**src/rtl/mirq_pkg.sv**
```systemverilog
// package of constants for the interrupt request logic
//
// Contract
// - second timer overflow sets its flag regardless of its enable
// - flag and enable both one make the processor take the vector
// - disabled source still sets its flag but causes no vector entry
// - each flag is set only by its own trigger, independent of enables; a software write of one to the flag register also sets it
// - ext0 on selected edge, ext1 on falling edge, timers on overflow
// - all sources share one vector at program address 8
// - global enable gates entry; entry loads vector and pushes stack one level
// - edge field: 01 rising, 10 falling, 11 both, 00 reserved
package mirq_pkg;
    // register byte offsets
    localparam logic [11:0] MIRQ_OFF_FLAG = 12'h000;
    localparam logic [11:0] MIRQ_OFF_IEN = 12'h004;
    localparam logic [11:0] MIRQ_OFF_CTRL = 12'h008;
    localparam logic [11:0] MIRQ_OFF_STAT = 12'h00C;
    localparam logic [11:0] MIRQ_OFF_ST_EN = 12'h010;
    localparam logic [11:0] MIRQ_OFF_ST_CLR = 12'h014;
    localparam logic [11:0] MIRQ_OFF_STACK = 12'h018;
    // flag and enable bit positions
    localparam int MIRQ_B_EXT0 = 0;
    localparam int MIRQ_B_EXT1 = 1;
    localparam int MIRQ_B_T0 = 4;
    localparam int MIRQ_B_T1 = 6;
    localparam logic [7:0] MIRQ_FLAG_MASK = 8'h53;
    // control register: global enable bit 7, edge field bits 4:3
    localparam int MIRQ_B_GIE = 7;
    localparam int MIRQ_B_EDGE_LO = 3;
    localparam logic [1:0] MIRQ_EDGE_RST = 2'h2;
    localparam logic [1:0] MIRQ_EDGE_RISE = 2'h1;
    localparam logic [1:0] MIRQ_EDGE_FALL = 2'h2;
    localparam logic [1:0] MIRQ_EDGE_BOTH = 2'h3;
    // vector and stack
    localparam logic [11:0] MIRQ_VECTOR = 12'h008;
    localparam logic [2:0] MIRQ_STACK_RST = 3'h7;
    localparam logic [2:0] MIRQ_STACK_STEP = 3'h1;
    localparam logic [31:0] MIRQ_RD_ZERO = 32'h0000_0000;
    // entry sequencer states, gray along idle->entry->wait
    typedef enum logic [1:0] {
        MIRQ_IDLE = 2'b00,
        MIRQ_ENTRY = 2'b01,
        MIRQ_WAIT = 2'b11
    } mirq_state_t;
endpackage

```
**src/rtl/mirq_top.sv**
```systemverilog
// interrupt request logic with apb register access
`timescale 1ns/1ps
`default_nettype none
module mirq_top (
    input wire logic pclk,
    input wire logic presetn,
    input wire logic clk_en,
    input wire logic psel,
    input wire logic penable,
    input wire logic pwrite,
    input wire logic [11:0] paddr,
    input wire logic [31:0] pwdata,
    output logic [31:0] prdata,
    output logic pready,
    output logic pslverr,
    input wire logic ext0_pin,
    input wire logic ext1_pin,
    input wire logic timer0_ovf,
    input wire logic timer1_ovf,
    input wire logic vector_ack,
    output logic vector_req,
    output logic [11:0] vector_addr,
    output logic [2:0] stack_level,
    output logic irq
);
    logic [7:0] flag_q;
    logic [7:0] flag_d;
    logic [7:0] ien_q;
    logic gie_q;
    logic [1:0] edge_q;
    logic [3:0] st_q;
    logic [3:0] st_d;
    logic [3:0] st_en_q;
    logic [2:0] stack_q;
    logic [31:0] prdata_q;
    logic pready_q;
    logic pslverr_q;
    logic vreq_q;
    logic irq_q;
    mirq_pkg::mirq_state_t state_q;
    mirq_pkg::mirq_state_t state_d;
    logic e0_hit;
    logic e1_hit;
    logic t0_s1_q;
    logic t0_s2_q;
    logic t1_s1_q;
    logic t1_s2_q;
    logic t0_prev_q;
    logic t1_prev_q;

    function automatic logic hit_at(input logic [11:0] a, input logic [11:0] off);
        hit_at = (a == off);
    endfunction

    // apb decode
    wire acc = psel & penable & ~pready_q & clk_en;
    wire wr = acc & pwrite;
    wire rd = acc & ~pwrite;
    wire a_flag = hit_at(paddr, mirq_pkg::MIRQ_OFF_FLAG);
    wire a_ien = hit_at(paddr, mirq_pkg::MIRQ_OFF_IEN);
    wire a_ctrl = hit_at(paddr, mirq_pkg::MIRQ_OFF_CTRL);
    wire a_stat = hit_at(paddr, mirq_pkg::MIRQ_OFF_STAT);
    wire a_sten = hit_at(paddr, mirq_pkg::MIRQ_OFF_ST_EN);
    wire a_stclr = hit_at(paddr, mirq_pkg::MIRQ_OFF_ST_CLR);
    wire a_stack = hit_at(paddr, mirq_pkg::MIRQ_OFF_STACK);
    wire mapped = a_flag | a_ien | a_ctrl | a_stat | a_sten | a_stclr | a_stack;

    // external edge detectors; ext1 is fixed falling
    mirq_edge u_ext0 (
        .pclk(pclk),
        .presetn(presetn),
        .ce(clk_en),
        .sig_in(ext0_pin),
        .mode(edge_q),
        .hit(e0_hit)
    );
    mirq_edge u_ext1 (
        .pclk(pclk),
        .presetn(presetn),
        .ce(clk_en),
        .sig_in(ext1_pin),
        .mode(mirq_pkg::MIRQ_EDGE_FALL),
        .hit(e1_hit)
    );

    // timer overflow inputs arrive from another block's pins; sync then take rising edge
    always_ff @(posedge pclk or negedge presetn) begin
        if (!presetn) begin
            t0_s1_q <= 1'b0;
            t0_s2_q <= 1'b0;
            t0_prev_q <= 1'b0;
            t1_s1_q <= 1'b0;
            t1_s2_q <= 1'b0;
            t1_prev_q <= 1'b0;
        end else if (clk_en) begin
            t0_s1_q <= timer0_ovf;
            t0_s2_q <= t0_s1_q;
            t0_prev_q <= t0_s2_q;
            t1_s1_q <= timer1_ovf;
            t1_s2_q <= t1_s1_q;
            t1_prev_q <= t1_s2_q;
        end
    end
    wire t0_hit = clk_en & t0_s2_q & ~t0_prev_q;
    wire t1_hit = clk_en & t1_s2_q & ~t1_prev_q;

    // event vector in flag layout; enables play no part here
    wire [7:0] ev = {1'b0, t1_hit, 1'b0, t0_hit, 2'b00, e1_hit, e0_hit};

    // software write first, then events override so a set wins over a clear
    assign flag_d = ((wr & a_flag) ? (pwdata[7:0] & mirq_pkg::MIRQ_FLAG_MASK) : flag_q) | ev;

    // pending request: enabled flag under global enable
    wire [7:0] pend_vec = flag_q & ien_q;
    wire pend = gie_q & (|pend_vec);

    // entry sequencer: request held until the core acknowledges
    always_comb begin
        state_d = state_q;
        unique case (state_q)
            mirq_pkg::MIRQ_IDLE: if (pend) state_d = mirq_pkg::MIRQ_ENTRY;
            mirq_pkg::MIRQ_ENTRY: if (vector_ack) state_d = mirq_pkg::MIRQ_WAIT;
            mirq_pkg::MIRQ_WAIT: state_d = mirq_pkg::MIRQ_IDLE;
            default: state_d = mirq_pkg::MIRQ_IDLE;
        endcase
    end
    wire take = (state_q == mirq_pkg::MIRQ_ENTRY) & vector_ack & clk_en;

    // block status: entry taken, any timer event, any external event, request pending
    assign st_d = (st_q & ~((wr & a_stclr) ? pwdata[3:0] : 4'h0)) | {take, |ev[7:4], |ev[1:0], pend};

    // flags and enables; global enable changes only on a control write and stays set across entry
    always_ff @(posedge pclk or negedge presetn) begin
        if (!presetn) begin
            flag_q <= 8'h00;
            ien_q <= 8'h00;
            gie_q <= 1'b0;
            edge_q <= mirq_pkg::MIRQ_EDGE_RST;
        end else if (clk_en) begin
            flag_q <= flag_d;
            if (wr & a_ien) ien_q <= pwdata[7:0] & mirq_pkg::MIRQ_FLAG_MASK;
            if (wr & a_ctrl) begin
                gie_q <= pwdata[mirq_pkg::MIRQ_B_GIE];
                edge_q <= pwdata[mirq_pkg::MIRQ_B_EDGE_LO +: 2];
            end
        end
    end

    // stack level advances by one on each entry; software may rewrite it on return
    always_ff @(posedge pclk or negedge presetn) begin
        if (!presetn) begin
            stack_q <= mirq_pkg::MIRQ_STACK_RST;
            state_q <= mirq_pkg::MIRQ_IDLE;
        end else if (clk_en) begin
            state_q <= state_d;
            if (take) stack_q <= stack_q + mirq_pkg::MIRQ_STACK_STEP;
            else if (wr & a_stack) stack_q <= pwdata[2:0];
        end
    end

    // interrupt status, enable and line
    always_ff @(posedge pclk or negedge presetn) begin
        if (!presetn) begin
            st_q <= 4'h0;
            st_en_q <= 4'h0;
            irq_q <= 1'b0;
        end else if (clk_en) begin
            st_q <= st_d;
            if (wr & a_sten) st_en_q <= pwdata[3:0];
            irq_q <= |(st_d & ((wr & a_sten) ? pwdata[3:0] : st_en_q));
        end
    end

    // read mux
    wire [31:0] rdmux = a_flag ? {24'h0, flag_q} :
                        a_ien ? {24'h0, ien_q} :
                        a_ctrl ? {24'h0, gie_q, 2'b00, edge_q, 3'b000} :
                        a_stat ? {28'h0, st_q} :
                        a_sten ? {28'h0, st_en_q} :
                        a_stack ? {29'h0, stack_q} : mirq_pkg::MIRQ_RD_ZERO;

    // one wait state: pready rises the cycle after the access phase begins
    always_ff @(posedge pclk or negedge presetn) begin
        if (!presetn) begin
            pready_q <= 1'b0;
            pslverr_q <= 1'b0;
            prdata_q <= 32'h0000_0000;
            vreq_q <= 1'b0;
        end else if (clk_en) begin
            pready_q <= acc;
            pslverr_q <= acc & ~mapped;
            prdata_q <= rd ? rdmux : 32'h0000_0000;
            vreq_q <= (state_d == mirq_pkg::MIRQ_ENTRY);
        end
    end

    assign prdata = prdata_q;
    assign pready = pready_q;
    assign pslverr = pslverr_q;
    assign vector_req = vreq_q;
    assign vector_addr = mirq_pkg::MIRQ_VECTOR;
    assign stack_level = stack_q;
    assign irq = irq_q;
endmodule // mirq_top
`default_nettype wire

```
**src/rtl/mirq_edge.sv**
```systemverilog
// edge detector for one synchronised event line
`timescale 1ns/1ps
`default_nettype none
module mirq_edge (
    input wire logic pclk,
    input wire logic presetn,
    input wire logic ce,
    input wire logic sig_in,
    input wire logic [1:0] mode,
    output logic hit
);
    logic s1_q;
    logic s2_q;
    logic s3_q;
    wire rise = s2_q & ~s3_q;
    wire fall = ~s2_q & s3_q;

    // two stages of synchronisation, third holds the previous level
    always_ff @(posedge pclk or negedge presetn) begin
        if (!presetn) begin
            s1_q <= 1'b0;
            s2_q <= 1'b0;
            s3_q <= 1'b0;
        end else if (ce) begin
            s1_q <= sig_in;
            s2_q <= s1_q;
            s3_q <= s2_q;
        end
    end

    // reserved code detects nothing
    assign hit = ce & (((mode == mirq_pkg::MIRQ_EDGE_RISE) & rise) |
                 ((mode == mirq_pkg::MIRQ_EDGE_FALL) & fall) |
                 ((mode == mirq_pkg::MIRQ_EDGE_BOTH) & (rise | fall)));
endmodule // mirq_edge
`default_nettype wire

```
**config.mk**
```make
export PLATFORM = sky130hd
export DESIGN_NAME = mirq_top
export DESIGN_NICKNAME = d
export VERILOG_FILES = /design/src/rtl/mirq_pkg.sv /design/src/rtl/mirq_top.sv /design/src/rtl/mirq_edge.sv
export SDC_FILE = /design/constraint.sdc
export NUM_CORES = 1
export LEC_CHECK = 0
export ABC_CLOCK_PERIOD_IN_PS = 1730
export BUFFER_PORTS_ARGS = -buffer_cell sky130_fd_sc_hd__buf_2
export CAP_MARGIN = 5
export CORE_ASPECT_RATIO = 0.75
export CORE_UTILIZATION = 45
export CTS_BUF_LIST = sky130_fd_sc_hd__clkbuf_8
export DETAILED_ROUTE_END_ITERATION = 6
export GPL_TIMING_DRIVEN = 0
export HOLD_SLACK_MARGIN = 0.08
export PLACE_DENSITY = 0.89
export SYNTH_ARGS = -nofsm -noshare
export SYNTH_HDL_FRONTEND = slang
export SYNTH_SLANG_ARGS = --single-unit
export TNS_END_PERCENT = 20
```
**constraint.sdc**
```tcl
create_clock -name pclk -period 1.73 [get_ports pclk]
set_input_delay 0.346 -clock pclk [delete_from_list [all_inputs] [get_ports pclk]]
set_output_delay 0.346 -clock pclk [all_outputs]
set_load 0.1 [all_outputs]
```
# [Word level (Yosys, flattened, before mapping)]
# Cells that the tools add are included.
[word_totals] word_cells=112 latch_bits=0 ff_bits=76 memories=0 output_inout_bits=51 rom_bits=0 ram_bits=0
[classes] eq_ne=11 shift=0 n_lt_le_gt_ge=0 reduce_logical=10 mul=0 mux=15 add_sub_neg=1 n_bitwise=50 n_div=0
[op_table] op="$mux 8" count=5
[op_table] op="$eq 12x5->1 const B" count=3
[op_table] op="$and 1x1->1" count=27
[op_table] op="$eq 12x4->1 const B" count=2
[op_table] op="$mux 4" count=4
[op_table] op="$eq 12x3->1 const B" count=1
[op_table] op="$logic_not 12->1" count=1
[op_table] op="$mux 3" count=3
[op_table] op="$or 1x1->1" count=9
[op_table] op="$and 4x4->4" count=2
[op_table] op="$and 8x7->8" count=1
[op_table] op="$not 1->1" count=8
[op_table] op="$or 8x7->8" count=1
[op_table] op="$reduce_or 8->1" count=1
[op_table] op="$eq 2x1->1 const B" count=3
[op_table] op="$reduce_and 2->1" count=3
[op_table] op="$eq 2x2->1 const B" count=2
[op_table] op="$mux 2" count=2
[op_table] op="$not 4->4" count=1
[op_table] op="$or 4x4->4" count=1
[op_table] op="$pmux 2 s2" count=1
[op_table] op="$reduce_or 2->1" count=2
[op_table] op="$reduce_or 4->1" count=1
[op_table] op="$add 3x1->3 const B" count=1
[op_table] op="other kinds (2)" count=2

# [Longest topological paths before layout]
[depth] ltp_word=11 depth_mapped=8 mapped_depth_nobuf=8

# [By module]
# A second synthesis with hierarchy kept.
[hier_totals] hier_cells=269 hier_area_um2=2668.8
[modules_own_cells] module="mirq_top" area_each_um2=2326.0 cells_per_inst=235 n_inst=1
[modules_own_cells] module="mirq_edge" area_each_um2=171.4 cells_per_inst=17 n_inst=2

# [Worst setup path after synthesis]
# No wires, ideal clock.
[synth_path] kind="reg2reg" start="reg pready_q (netlist: pready)" end="reg irq_q (netlist: irq)" period_less_slack_ns=2.466 slack_ns=-0.736 arrival_time_ns=2.331 path_stages_with_launch=7 path_cell_list="dfrtp_1 nand4b_2 or2_4 nor3b_4 mux2_2 a22oi_1 a31oi_2"
[synth_via] elab_chain_cells=11 elab_cells_between_ends=13
[synth_rtl] element="from (decl)" line_no="mirq_top.sv:36" rtl="logic pready_q;"
[synth_rtl] element="from (signal assigned)" line_no="mirq_top.sv:185" rtl="pready_q <= 1'b0;"
[synth_rtl] element="from (signal assigned)" line_no="mirq_top.sv:190" rtl="pready_q <= acc;"
[synth_rtl] element="$not 1->1 (*)" line_no="mirq_top.sv:56" rtl="wire acc = psel & penable & ~pready_q & clk_en;"
[synth_rtl] element="$and 1x1->1 (*) (2 in a row)" line_no="mirq_top.sv:56"
[synth_rtl] element="$and 1x1->1 (*)" line_no="mirq_top.sv:57" rtl="wire wr = acc & pwrite;"
[synth_rtl] element="$and 1x1->1" line_no="mirq_top.sv:130" rtl="assign st_d = (st_q & ~((wr & a_stclr) ? pwdata[3:0] : 4'h0)) | {take, |ev[7:4], |ev[1:0], pend};"
[synth_rtl] element="$mux 4" line_no="mirq_top.sv:130"
[synth_rtl] element="$not 4->4" line_no="mirq_top.sv:130"
[synth_rtl] element="$and 4x4->4" line_no="mirq_top.sv:130"
[synth_rtl] element="$or 4x4->4" line_no="mirq_top.sv:130"
[synth_rtl] element="$and 4x4->4 (*)" line_no="mirq_top.sv:170" rtl="irq_q <= |(st_d & ((wr & a_sten) ? pwdata[3:0] : st_en_q));"
[synth_rtl] element="$reduce_or 4->1 (*)" line_no="mirq_top.sv:170"
[synth_rtl] element="to (signal assigned)" line_no="mirq_top.sv:170"
[synth_rtl] element="to (decl)" line_no="mirq_top.sv:39" rtl="logic irq_q;"
# Every way passes the cells marked *; elsewhere a longest branch is shown, timed or not.
# A chain may end at the register's enable or synchronous reset.

# [Worst setup path in the final report]
# Ends and elaborated chain as after synthesis.

==> reports/metrics.yaml <==
post_cts_hold_buffers: 0
vdd_ir_drop_max_mv: 0.525
ys_seq_elements: 47
hold_path_class: "primary input to asynchronous set/reset pin"
numClockSinks: 47
timing.clock.skew_ns: 0.00529
first_global_vias: 1946
postSynth.asyncResetShare: 1.00
critical-path-slowest-cell: "dfrtp_4"
layout.cell_area.non_filler_um2: 3270
end_kind: "flip-flop"
pre_cts_ws_ns: -0.525
synth_enable_flop_cells: 0
maxCapViolCount: 0
postSynthCellCount: 261
timing.final.setup_violations: 18
layout.cells.most_common_list: "buf_4 (43), dfrtp_1 (42), buf_2 (42)"
cts_tree: "yes"
die_x_um: 90.2
sum_of_internal_switching_and_leakage_power_mw: 2.55
initialDrtViolationCount: 154
wire_length_of_the_first_global_routing_pass_um: 9750
synth_sequential_area_ratio: 0.450
io-pin-count: 106
syn2layout_area_growth_pct: 24.8
grt_start_max_net_pins: 48
critical_path_startpoint: "pready$_DFFE_PN0P_"
r2r_start: "pready$_DFFE_PN0P_"
floorplan.initialDensity: 0.480
post_synth_top_flop: "dfrtp_1"
max_slew_margin: 0.310
total_leakage_power_nw: 1.70
max_freq_mhz: 473
via_count: 2089
final_min_period_over_clock_period: 1.22
clkSlewWorstSetupHoldPaths_ns: 0.09
layout_setup_ws_ns: -0.386
critical_path_class: "flip-flop to flip-flop"
dp_hpwl_um: 4390
final_antenna_net_count: 0
clock_tree.htree_level_count: 2
required_ns: 1.92
cts.path.max_buffers: 2
drc: 0
post_drt_wl_per_cell_um: 14.0
wirelength_um: 5960
status: "finished with violations"
placedInstanceArea_um2: 3090
num_antenna_cells: 0
power_per_cell_area_nw_per_um2: 780
detail_route.first_pass.iterations: 4
post_synth.cell_area_avg_um2: 10.0
final_hold_viol_count: 0
grt_use_total: 0.208
placement_rows: 23
critical_path.cell_chain: "nand4b_4 > or2_4 > nor3b_4 > buf_4 > mux2_4 > a2bb2o_4 > a31oi_2"
drive_above_1_share: 0.353
place_congestion: 0.863
synthesis.yosys.warnings: 0
total_die_area_um2: 6140
cts.root.buffer_cell: "clkbuf_8"
timing.critical_path.fanout_max: 5
setup_tns_ns: -2.41
drv_slew: 0
tightest_slew_ns: 1.03
postLayoutCoreUtil: 0.598
grt_antenna_before_repair: 0
critical_path_arrival_ns: 2.31
clock_period_minus_final_worst_setup_slack_ns: 2.12
fp.dieH_um: 68.1
yosys.cell_types.count: 51
startpoint_type: "flip-flop"
synth_area_um2: 2620
grt-ovfl-total: 0
finish.net_count: 408
worst_skew_pair.late_latency_ns: 0.31
commonest_non_fill_non_tap_cell_in_the_layout: "buf_4"
rsz0062_at_grt: "true"
tritoncts.num_buffers: 5
number_of_buffers_added_on_ports: 42
cp_slowest_stage_delay_ns: 0.48
core_area_um2: 5470
failing_checks: "negative setup slack"
route.detailed.vias_per_inst: 4.90
stage by stage:
stage / hold WS [ns] / std cells
3_5_place_dp: 0.473 / 413
2_1_floorplan: 0.0504 / 296
6_report: 0.190 / 426
4_1_cts: 0.241 / 424
3_3_place_gp: 0.457 / 413
5_1_grt: 0.250 / 426
repair_timing:
action,CTS,global route
setup endpoints to repair,15,26
buffers inserted,4,2
resized for setup,5,6
hold endpoints to repair,0,0
pin swaps,2,6
critical path, delay by kind of cell (launching register included):
kind / cells / cell delay (ns)
and+or+nand+nor: 3 / 0.75
DFF: 1 / 0.48
muxes: 1 / 0.31
AOI/OAI and AO/OA: 2 / 0.27
buffers and inverters: 1 / 0.18
power by group:
group          internal, mW  switching, mW  total, mW  leakage, nW
logic                 0.152          0.538      0.690         1.06
registers              1.14         0.0269       1.17        0.587
clock network         0.290          0.404      0.694       0.0485
total                  1.58          0.968       2.55         1.70
cell type report:
type | count | area (um2)
fill | 499 | 2200
multi-input combinational | 185 | 1260
sequential | 47 | 1180
buffer | 46 | 322
timing repair buffer | 48 | 255
tap | 75 | 93.8
clock buffer | 5 | 68.8
inverter | 17 | 63.8
clock inverter | 3 | 22.5
final timing paths:
path,to,slack [ns],cells after the start
setup reg to reg,irq$_DFFE_PN0P_,-0.39,7
hold / removal,vector_req$_DFFE_PN0P_,0.19,1
min in group pclk,t0_s1_q$_DFFE_PN0P_,0.26,2
setup / recovery,irq$_DFFE_PN0P_,-0.39,7
hold reg to reg,flag_q[4]$_DFFE_PN0P_,0.49,1
max in group asynchronous,pready$_DFFE_PN0P_,0.77,1
synthesized netlist by cell type, types with 4 or more instances:
cell type | count | area [um2]
o21ai_1 | 4 | 20.0
mux2_2 | 8 | 90.1
a22oi_1 | 6 | 45.0
nor2_1 | 10 | 37.5
a21oi_1 | 8 | 40.0
mux2_1 | 7 | 78.8
mux2i_1 | 10 | 100
dfstp_2 | 4 | 105
dfrtp_1 | 43 | 1080
nor2b_1 | 4 | 25.0
a31oi_1 | 5 | 31.3
o2bb2ai_1 | 6 | 52.6
nand2_1 | 23 | 86.3
inv_1 | 16 | 60.1
clkbuf_1 | 8 | 30.0
o21ai_0 | 9 | 45.0
buf_4 | 37 | 278
nand3_1 | 4 | 20.0
registers in the layout, summed over array words and instances (netlist names), 2 cells and up:
register     cells
st_q             4
st_en_q          4
flag_q           4
ien_q            4
state_q          2
edge_q           2
prdata           7
stack_level      3
routing by layer:
layer,wire length (um),vias up,GRT usage
met4,49,0,0.0766
met5,0,-,0
met3,464,5,0.0411
met2,2670,86,0.334
met1,2780,986,0.284
li1,-,1012,-
cell families (layout without fill, tap and decap cells):
| kind of cell | count (synthesis) | in the layout | synth area share |
|---|---|---|---|
| DFF | 47 | 47 | 0.450 |
| other | 2 | 37 | 0.00286 |
| AOI/OAI and AO/OA | 56 | 56 | 0.151 |
| muxes | 26 | 26 | 0.108 |
| buffers and inverters | 64 | 119 | 0.145 |
| and+or+nand+nor | 63 | 63 | 0.128 |
| adders and majority gates | 3 | 3 | 0.0143 |
Power figures use the tool's default switching activity.
